--- src/design/cc_channel_consts.svh ---
/*
 * Constants for the standard capture/compare channel: mode field codes,
 * timer configuration codes, prescale counts and widths.
 * Assumes inclusion by bare name from design files.
 */
`ifndef CC_CHANNEL_CONSTS_SVH
`define CC_CHANNEL_CONSTS_SVH

// ----------------------------------------------------------------------
// Mode field codes
// ----------------------------------------------------------------------
`define MODE_OFF 4'h0
`define MODE_CMP_TOGGLE 4'h2
`define MODE_CAP_FALL 4'h4
`define MODE_CAP_RISE 4'h5
`define MODE_CAP_RISE4 4'h6
`define MODE_CAP_RISE16 4'h7
`define MODE_CMP_SET 4'h8
`define MODE_CMP_CLR 4'h9
`define MODE_CMP_SOFT 4'hA

// ----------------------------------------------------------------------
// Prescale counts and widths
// ----------------------------------------------------------------------
`define PRESCALE_4 4'h3
`define PRESCALE_16 4'hF
`define COUNT_WIDTH 16
`define MODE_WIDTH 4

// ----------------------------------------------------------------------
// Timer configuration codes (alt control enable bits)
// ----------------------------------------------------------------------
`define TCFG_ALL_PRIMARY 2'b00
`define TCFG_ENH_ONE 2'b01
`define TCFG_ENH_ONE_TWO 2'b10
`define TCFG_ALL_ALTERNATE 2'b11

`endif

--- src/design/cc_channel_pkg.sv ---
/*
 * Types shared by the capture/compare channel files.
 * Assumes the constants header is compiled alongside.
 */
`default_nettype none

package cc_channel_pkg;

    typedef enum logic [1:0] {
        CLASS_OFF,
        CLASS_CAPTURE,
        CLASS_COMPARE,
        CLASS_PWM
    } mode_class_t;

    typedef enum logic [1:0] {
        CH_ENH_ONE,
        CH_ENH_TWO,
        CH_STANDARD
    } channel_id_t;

endpackage

`default_nettype wire

--- src/design/edge_qualifier.sv ---
/*
 * Pin synchroniser, edge detector and capture prescaler for one channel.
 * Assumes pin level is sampled whatever the pin direction.
 */
`include "cc_channel_consts.svh"

`default_nettype none

module edge_qualifier (
    input wire logic ref_clk,
    input wire logic arst_n,
    input wire logic pin_level,
    input wire logic [3:0] mode,
    output logic capture_event
);

    // ------------------------------------------------------------------
    // Synchroniser and edge detect
    // ------------------------------------------------------------------
    logic sync1_reg, sync2_reg, prev_reg;
    logic [3:0] presc_reg, presc_next;
    logic rise, fall, is_capture;

    always_ff @(posedge ref_clk or negedge arst_n) begin
        if (!arst_n) begin
            sync1_reg <= 1'b0;
            sync2_reg <= 1'b0;
            prev_reg <= 1'b0;
            presc_reg <= 4'h0;
        end else begin
            sync1_reg <= pin_level;
            sync2_reg <= sync1_reg;
            prev_reg <= sync2_reg;
            presc_reg <= presc_next;
        end
    end

    assign rise = sync2_reg && !prev_reg;
    assign fall = !sync2_reg && prev_reg;
    assign is_capture = (mode[3:2] == 2'b01);

    // ------------------------------------------------------------------
    // Prescaler; a direct change between capture codes keeps the count
    // ------------------------------------------------------------------
    always_comb begin
        presc_next = presc_reg;
        capture_event = 1'b0;
        if (!is_capture) begin
            presc_next = 4'h0;
        end else begin
            case (mode)
                `MODE_CAP_FALL: capture_event = fall;
                `MODE_CAP_RISE: capture_event = rise;
                `MODE_CAP_RISE4: begin
                    if (rise) begin
                        presc_next = (presc_reg >= `PRESCALE_4) ? 4'h0
                                     : presc_reg + 4'h1;
                        capture_event = (presc_reg >= `PRESCALE_4);
                    end
                end
                `MODE_CAP_RISE16: begin
                    if (rise) begin
                        presc_next = presc_reg + 4'h1;
                        capture_event = (presc_reg == `PRESCALE_16);
                    end
                end
                default: capture_event = 1'b0;
            endcase
        end
    end

endmodule

`default_nettype wire

--- src/design/capture_compare_channel.sv ---
/*
 * Standard capture/compare channel with timer routing.
 * Assumes the timers run elsewhere and are synchronous to ref_clk; the
 * interrupt enable/priority logic lives outside.
 */
// Behaviour
// - Capture/compare on cc timers, PWM on pwm timers
// - Timer routing from alt control enable bits
// - Config 0: all channels use primary timers
// - Config 1: only enhanced one uses primary
// - Config 2: enhanced one and two use primary
// - Config 3: all channels use alternate timers
// - Capture copies full 16-bit selected count
// - Falling, rising, 4th or 16th rising edge
// - Capture codes 0100 to 0111
// - Capture sets flag; only software clears
// - New capture overwrites unread result
// - Edge detection sees pin in output mode
// - Prescaler cleared when off or not capturing
// - Direct prescaler switch keeps count
// - Compare value against timer every cycle
// - Match drives, toggles or leaves pin, flags
// - Codes 0010 toggle, 1000 set, 1001 clear
// - Control write of zero forces latch low
// - Code 1010 only flags the match
// - No special event trigger on standard channel

`include "cc_channel_consts.svh"

`default_nettype none

module capture_compare_channel #(
    parameter int COUNT_W = `COUNT_WIDTH,
    parameter cc_channel_pkg::channel_id_t CHANNEL =
        cc_channel_pkg::CH_STANDARD
) (
    input wire logic ref_clk,
    input wire logic arst_n,
    // Control register write
    input wire logic ctrl_wr,
    input wire logic [3:0] ctrl_wdata,
    // Value register writes, byte wide
    input wire logic low_wr,
    input wire logic high_wr,
    input wire logic [7:0] byte_wdata,
    // Flag clear from software
    input wire logic flag_clr,
    input wire logic channel_irq_enable,
    // Timer routing bits from the alternate timer control
    input wire logic [1:0] timer_cfg,
    input wire logic [COUNT_W-1:0] cc_timer_primary_count,
    input wire logic [COUNT_W-1:0] cc_timer_alternate_count,
    // Pin
    input wire logic channel_pin_in,
    input wire logic port_latch,
    output logic channel_pin_out,
    output logic [3:0] channel_mode_field,
    output logic [7:0] result_low_byte,
    output logic [7:0] result_high_byte,
    output logic channel_irq_flag,
    output logic irq_request,
    output logic use_alt_cc_timer,
    output logic use_alt_pwm_timer
);

    // ------------------------------------------------------------------
    // Helpers
    // ------------------------------------------------------------------
    function automatic cc_channel_pkg::mode_class_t classify(
        input logic [3:0] m);
        cc_channel_pkg::mode_class_t c;
        c = cc_channel_pkg::CLASS_OFF;
        if (m[3:2] == 2'b11) begin
            c = cc_channel_pkg::CLASS_PWM;
        end else if (m[3:2] == 2'b01) begin
            c = cc_channel_pkg::CLASS_CAPTURE;
        end else if (m == `MODE_CMP_TOGGLE || m == `MODE_CMP_SET ||
                     m == `MODE_CMP_CLR || m == `MODE_CMP_SOFT) begin
            c = cc_channel_pkg::CLASS_COMPARE;
        end
        return c;
    endfunction

    // Whether this channel falls on the alternate timer pair
    function automatic logic pick_alt(input logic [1:0] cfg);
        logic alt;
        alt = 1'b0;
        case (cfg)
            `TCFG_ALL_PRIMARY: alt = 1'b0;
            `TCFG_ENH_ONE:
                alt = (CHANNEL != cc_channel_pkg::CH_ENH_ONE);
            `TCFG_ENH_ONE_TWO:
                alt = (CHANNEL == cc_channel_pkg::CH_STANDARD);
            `TCFG_ALL_ALTERNATE: alt = 1'b1;
            default: alt = 1'b0;
        endcase
        return alt;
    endfunction

    // Codes in which the compare latch owns the pin; PWM and reserved
    // codes leave it to the port latch
    function automatic logic drives_pin(input logic [3:0] m);
        logic d;
        d = 1'b0;
        case (m)
            `MODE_CMP_TOGGLE, `MODE_CMP_SET, `MODE_CMP_CLR: d = 1'b1;
            default: d = 1'b0;
        endcase
        return d;
    endfunction

    // ------------------------------------------------------------------
    // State
    // ------------------------------------------------------------------
    logic [3:0] mode_reg, mode_next;
    logic [COUNT_W-1:0] value_reg, value_next;
    logic flag_reg, flag_next;
    logic out_latch_reg, out_latch_next;
    logic pin_reg, pin_next;
    logic irq_reg, irq_next;
    logic alt_reg, alt_next;
    logic [COUNT_W-1:0] timer_sel;
    logic capture_event;
    logic match;
    cc_channel_pkg::mode_class_t cls;

    edge_qualifier u_edge (
        .ref_clk(ref_clk),
        .arst_n(arst_n),
        .pin_level(channel_pin_in),
        .mode(mode_reg),
        .capture_event(capture_event)
    );

    assign cls = classify(mode_reg);
    // Capture and compare share the cc timer selected by routing
    assign timer_sel = alt_reg ? cc_timer_alternate_count
                               : cc_timer_primary_count;
    assign match = (cls == cc_channel_pkg::CLASS_COMPARE) &&
                   (value_reg == timer_sel);

    // ------------------------------------------------------------------
    // Timer routing
    // ------------------------------------------------------------------
    // Registered, so a routing change reaches the timer select one cycle
    // later; software changes routing while the channel is off
    always_comb begin
        alt_next = pick_alt(timer_cfg);
    end

    always_ff @(posedge ref_clk or negedge arst_n) begin
        if (!arst_n) begin
            alt_reg <= 1'b0;
        end else begin
            alt_reg <= alt_next;
        end
    end

    // ------------------------------------------------------------------
    // Mode field and compare output latch
    // ------------------------------------------------------------------
    always_comb begin
        mode_next = mode_reg;
        out_latch_next = out_latch_reg;
        if (match) begin
            case (mode_reg)
                `MODE_CMP_TOGGLE: out_latch_next = !out_latch_reg;
                `MODE_CMP_SET: out_latch_next = 1'b1;
                `MODE_CMP_CLR: out_latch_next = 1'b0;
                default: out_latch_next = out_latch_reg;
            endcase
        end
        // The write lands after the match, so a zero write leaves the
        // latch low even when a match falls in the same cycle
        if (ctrl_wr) begin
            mode_next = ctrl_wdata;
            // Entering a set/clear mode initialises the latch
            case (ctrl_wdata)
                `MODE_OFF: out_latch_next = 1'b0;
                `MODE_CMP_SET: out_latch_next = 1'b0;
                `MODE_CMP_CLR: out_latch_next = 1'b1;
                default: ;
            endcase
        end
    end

    always_ff @(posedge ref_clk or negedge arst_n) begin
        if (!arst_n) begin
            mode_reg <= 4'h0;
            out_latch_reg <= 1'b0;
        end else begin
            mode_reg <= mode_next;
            out_latch_reg <= out_latch_next;
        end
    end

    // ------------------------------------------------------------------
    // Channel value: software bytes or captured count
    // ------------------------------------------------------------------
    always_comb begin
        value_next = value_reg;
        // Bytes land one at a time; there is no high-byte buffer
        if (low_wr) begin
            value_next[7:0] = byte_wdata;
        end
        if (high_wr) begin
            value_next[COUNT_W-1:8] = byte_wdata[COUNT_W-9:0];
        end
        // No overrun guard: a new capture replaces an unread result and
        // beats a byte write in the same cycle
        if (capture_event) begin
            value_next = timer_sel;
        end
    end

    always_ff @(posedge ref_clk or negedge arst_n) begin
        if (!arst_n) begin
            value_reg <= '0;
        end else begin
            value_reg <= value_next;
        end
    end

    // ------------------------------------------------------------------
    // Interrupt flag
    // ------------------------------------------------------------------
    always_comb begin
        flag_next = flag_reg;
        // Sticky: only a software clear takes it down
        // Hardware event wins over a software clear in the same cycle
        if (flag_clr) begin
            flag_next = 1'b0;
        end
        if (capture_event) begin
            flag_next = 1'b1;
        end
        if (match) begin
            flag_next = 1'b1;
        end
    end

    always_ff @(posedge ref_clk or negedge arst_n) begin
        if (!arst_n) begin
            flag_reg <= 1'b0;
        end else begin
            flag_reg <= flag_next;
        end
    end

    // ------------------------------------------------------------------
    // Pin
    // ------------------------------------------------------------------
    // Pin: compare latch in pin-driving modes, otherwise the port latch.
    // No trigger output exists on this channel.
    always_comb begin
        pin_next = port_latch;
        if (drives_pin(mode_next)) begin
            pin_next = out_latch_next;
        end
    end

    always_ff @(posedge ref_clk or negedge arst_n) begin
        if (!arst_n) begin
            pin_reg <= 1'b0;
        end else begin
            pin_reg <= pin_next;
        end
    end

    // ------------------------------------------------------------------
    // Interrupt request
    // ------------------------------------------------------------------
    // Registered with the flag so the request is a clean flop output
    always_comb begin
        irq_next = flag_next && channel_irq_enable;
    end

    always_ff @(posedge ref_clk or negedge arst_n) begin
        if (!arst_n) begin
            irq_reg <= 1'b0;
        end else begin
            irq_reg <= irq_next;
        end
    end

    // ------------------------------------------------------------------
    // Outputs, all from flip-flops
    // ------------------------------------------------------------------
    assign channel_pin_out = pin_reg;
    assign channel_mode_field = mode_reg;
    assign result_low_byte = value_reg[7:0];
    assign result_high_byte = value_reg[15:8];
    assign channel_irq_flag = flag_reg;
    assign irq_request = irq_reg;
    // PWM time base follows the same routing as capture/compare
    assign use_alt_cc_timer = alt_reg;
    assign use_alt_pwm_timer = alt_reg;

endmodule

`default_nettype wire

--- config.mk ---
export PLATFORM = sky130hd
export DESIGN_NAME = capture_compare_channel
export DESIGN_NICKNAME = d
export VERILOG_FILES = /design/src/design/cc_channel_pkg.sv /design/src/design/edge_qualifier.sv /design/src/design/capture_compare_channel.sv
export VERILOG_INCLUDE_DIRS = /design/src /design/src/design
export SDC_FILE = /design/constraint.sdc
export NUM_CORES = 1
export LEC_CHECK = 0
export BUFFER_PORTS_ARGS = -buffer_cell sky130_fd_sc_hd__buf_2
export CORE_ASPECT_RATIO = 1.4
export CORE_MARGIN = 10
export CORE_UTILIZATION = 35
export DETAILED_ROUTE_END_ITERATION = 12
export MAX_ROUTING_LAYER = met4
export PLACE_DENSITY_LB_ADDON = 0.25
export SYNTH_ARGS = -nofsm -noshare
export SYNTH_HDL_FRONTEND = slang
export SYNTH_HIERARCHICAL = 1
export SYNTH_SLANG_ARGS = --single-unit
--- constraint.sdc ---
create_clock -name ref_clk -period 3.4 [get_ports ref_clk]
set_input_delay 0.68 -clock ref_clk [delete_from_list [all_inputs] [get_ports ref_clk]]
set_output_delay 0.68 -clock ref_clk [all_outputs]
set_load 0.02 [all_outputs]
==> flow_summary_export.csv <==
group,metric,value,unit
timing,fmax,468,MHz
global_route,gr-usage-all-layers,0.121,
placement,portBuffers,79,
yosys,yosysWarnings,6,
final_layout,largest_reg_flops,16,
pwr,power.density_cell_area,430,nW/µm²
global_route,grt_pass1_vias,1788,
die,chipWidth,83.1,µm
clocking,cts_num_sinks,32,
yosys,yosysSeqAreaShare,0.411,
timing,drv_slew,0,
routing,drt_drc_violations_left,0,
setup_path,cpLargestDelayFamily,"simple AND/OR/NAND/NOR gates",
yosys,synth-edff-count,0,
clocking,clkLatencyLatePin,0.28,ns
placement,place.gp.congestion,0.736,
timing,setup_viol,0,
timing,rsz0062_at_grt,"false",
final_layout,regArea,801,µm²
final_layout,layout-drive-gt1-share,0.368,
setup_path,setup.worst_path.start_class,"flip-flop",
final_layout,fin_nets,328,
final_layout,multi_input_area,1070,µm²
pwr,p_sw,0.336,mW
pwr,p_leak,1.14,nW
setup_path,cp_num_cells,7,
yosys,synth_top_family_by_area,"simple AND/OR/NAND/NOR gates",
yosys,netlist_top_cells_area,"dfrtp_1, xnor2_1, mux2i_1",
global_route,overflow,0,
yosys,syn_area_per_cell,10.0,µm²
routing,wire_per_inst,15.7,µm
timing,tns,0,ns
pwr,intPower,0.727,mW
yosys,synth-xor-area-share,0.0764,
status,status,"completed",
setup_path,critPathMaxFanout,18,
timing,slew_headroom,0.526,
setup_path,arrival,2.30,ns
clocking,htree_num_levels,2,
setup_path,reg2reg_depth,7,
clocking,postCtsResizedCells,0,
clocking,cts_max_path_buffers,2,
clocking,cts_root_buf,"clkbuf_8",
yosys,async_reset_ff_frac,1.00,
global_route,grt_pass1_wl,8630,µm
routing,ant_nets,0,
setup_path,crit_slowest_cell,"mux2i_1",
min_path,hp-class,"reg2reg",
die,rows,32,
setup_path,worst_path_most_repeated_cell,"o31ai_1",
clocking,postCtsHoldBufs,0,
timing,worstMarginPinSlew,0.712,ns
setup_path,critical_path_class,"reg2reg",
clocking,clk_pin_slew,0.07,ns
setup_path,cp-end-kind,"flip-flop",
global_route,grt_max_degree,35,
yosys,synth_mux_area_frac,0.110,
setup_path,r2r-end,"channel_pin_out",
final_layout,antenna_cells,0,
yosys,ys.flop_type,"dfrtp_1",
die,initial_core_util,0.358,
timing,finalHoldViolations,0,
yosys,yosysMostFrequentCell,"dfrtp_1",
setup_path,max_stage_delay,0.35,ns
pwr,p_clk_frac,0.297,
routing,wl,5340,µm
die,die_area,8990,µm²
final_layout,fin_util,0.454,
yosys,synth_largest_area_cell,"dfrtp_1",
pwr,finalPower,1.06,mW
yosys,yosys-top-cells-count,"dfrtp_1, a21oi_1, nor2b_1",
timing,period_share,0.629,
pwr,power.share.switching,0.316,
setup_path,critPathCapture,"channel_pin_out",
placement,dp_hpwl,4310,µm
global_route,antenna_found_initial,0,
yosys,postSynthCellCount,194,
die,core_region_area,5450,µm²
yosys,synthSimpleGateAreaFrac,0.189,
die,die_y,108,µm
setup_path,path_cells,"buf_4 -> mux2i_1 -> xnor2_1 -> nor4_1 -> nand4_1 -> o31ai_1 -> o31ai_1",
yosys,syn_nets,250,
pwr,ir_worst_vdd,0.000226,V
setup_path,path_buf_inv,1,
timing,clock-skew-final,0.00352,ns
clocking,cts_made_buffers,5,
final_layout,synthToLayoutAreaGrowth,27.0,%
yosys,synth_compound_area_frac,0.161,
routing,drtIter0Drc,29,
min_path,hold_depth,0,
clocking,post-cts-setup-buffer-count,0,
timing,layout_min_cycle_time,2.14,ns
die,num_io_pins,80,
routing,drt_pass1_iterations,4,
clocking,tritoncts,"yes",
yosys,ys_seq_elements,32,
yosys,syn-cell-area,1950,µm²
pwr,p_comb_frac,0.274,
yosys,yosys.area.top_type_share,0.411,
pwr,seqPwrFrac,0.429,
routing,via_per_inst,5.00,
setup_path,startpoint,"use_alt_cc_timer",
routing,vias,1699,
setup_path,r2r-start,"use_alt_cc_timer",
setup_path,required,3.56,ns
setup_path,r2r_setup_slack,1.26,ns
run,maxCapViolCount,0,
yosys,synth_cell_type_count,41,
final_layout,nFillCells,568,
yosys,yosys.area_share.adder,0.00642,
worst register-to-register path: cells and delay by family (launching register included):
kind | cells | cell delay (ns)
AND/OR/NAND/NOR | 2 | 0.46
AO/OA/AOI/OAI | 2 | 0.44
multiplexers | 1 | 0.36
XOR/XNOR | 1 | 0.13
flip-flops | 1 | 0.32
buffers and inverters | 1 | 0.30
how the worst min path moves through the flow:
stage / endpoint / slack (ns) / from
after floorplan: u_edge/sync2_reg / 0.33 / u_edge/sync1_reg
after global placement: u_edge/sync2_reg / 0.33 / u_edge/sync1_reg
after detailed placement: u_edge/sync2_reg / 0.34 / u_edge/sync1_reg
after CTS: u_edge/sync2_reg / 0.36 / u_edge/sync1_reg
after global routing: u_edge/sync2_reg / 0.37 / u_edge/sync1_reg
final: u_edge/sync2_reg / 0.36 / u_edge/sync1_reg
stage by stage:
| stage | hold slack (ns) | setup slack [ns] | instances | instance area (µm²) |
|---|---|---|---|---|
| 2_1_floorplan | 0.331 | 1.30 | 194 | 1950 |
| 3_3_place_gp | 0.334 | 1.25 | 333 | 2380 |
| 3_5_place_dp | 0.339 | 1.18 | 333 | 2380 |
| 4_1_cts | 0.358 | 1.21 | 340 | 2470 |
| 5_1_grt | 0.368 | 0.952 | 340 | 2470 |
| 6_report | 0.356 | 1.26 | 340 | 2470 |
power groups by stage:
stage / clock, mW / sequential, mW / combinational [mW]
final: 0.316 / 0.456 / 0.292
after global routing: 0.341 / 0.462 / 0.324
after CTS: 0.327 / 0.456 / 0.299
after detailed placement: 0 / 0.463 / 0.298
after global placement: 0 / 0.462 / 0.295
after floorplan: 0 / 0.496 / 0.154
per-layer routing:
layer	wire length (µm)	global-route usage	share of wire
met5	0	-	0
met4	62	0.0366	0.012
met3	183	0.0316	0.034
met2	2710	0.202	0.51
met1	2390	0.140	0.45
cell usage in the layout (no fill, tap or decap), types with 4 or more instances in the layout:
| master | count |
|---|---|
| nand2_1 | 8 |
| a21oi_1 | 19 |
| xnor2_1 | 17 |
| nor4_1 | 6 |
| nor2_1 | 4 |
| nor2b_1 | 19 |
| clkbuf_8 | 7 |
| inv_1 | 4 |
| nor3_1 | 4 |
| a211oi_1 | 16 |
| buf_2 | 79 |
| dfrtp_1 | 32 |
| mux2i_1 | 14 |
final cells by class:
class	count	area share
inverters	4	0.00607
clock buffers	7	0.0389
flip-flops and latches	32	0.324
well taps	68	0.0344
repair buffers	81	0.166
multi-input cells	148	0.431
cells by family after synthesis:
logic type	count (synthesis)
compound gates	49
buf+inv	14
fa+ha+maj	1
mux	20
simple gates	61
xor+xnor	17
flops	32
Power figures use the tool's default switching activity.
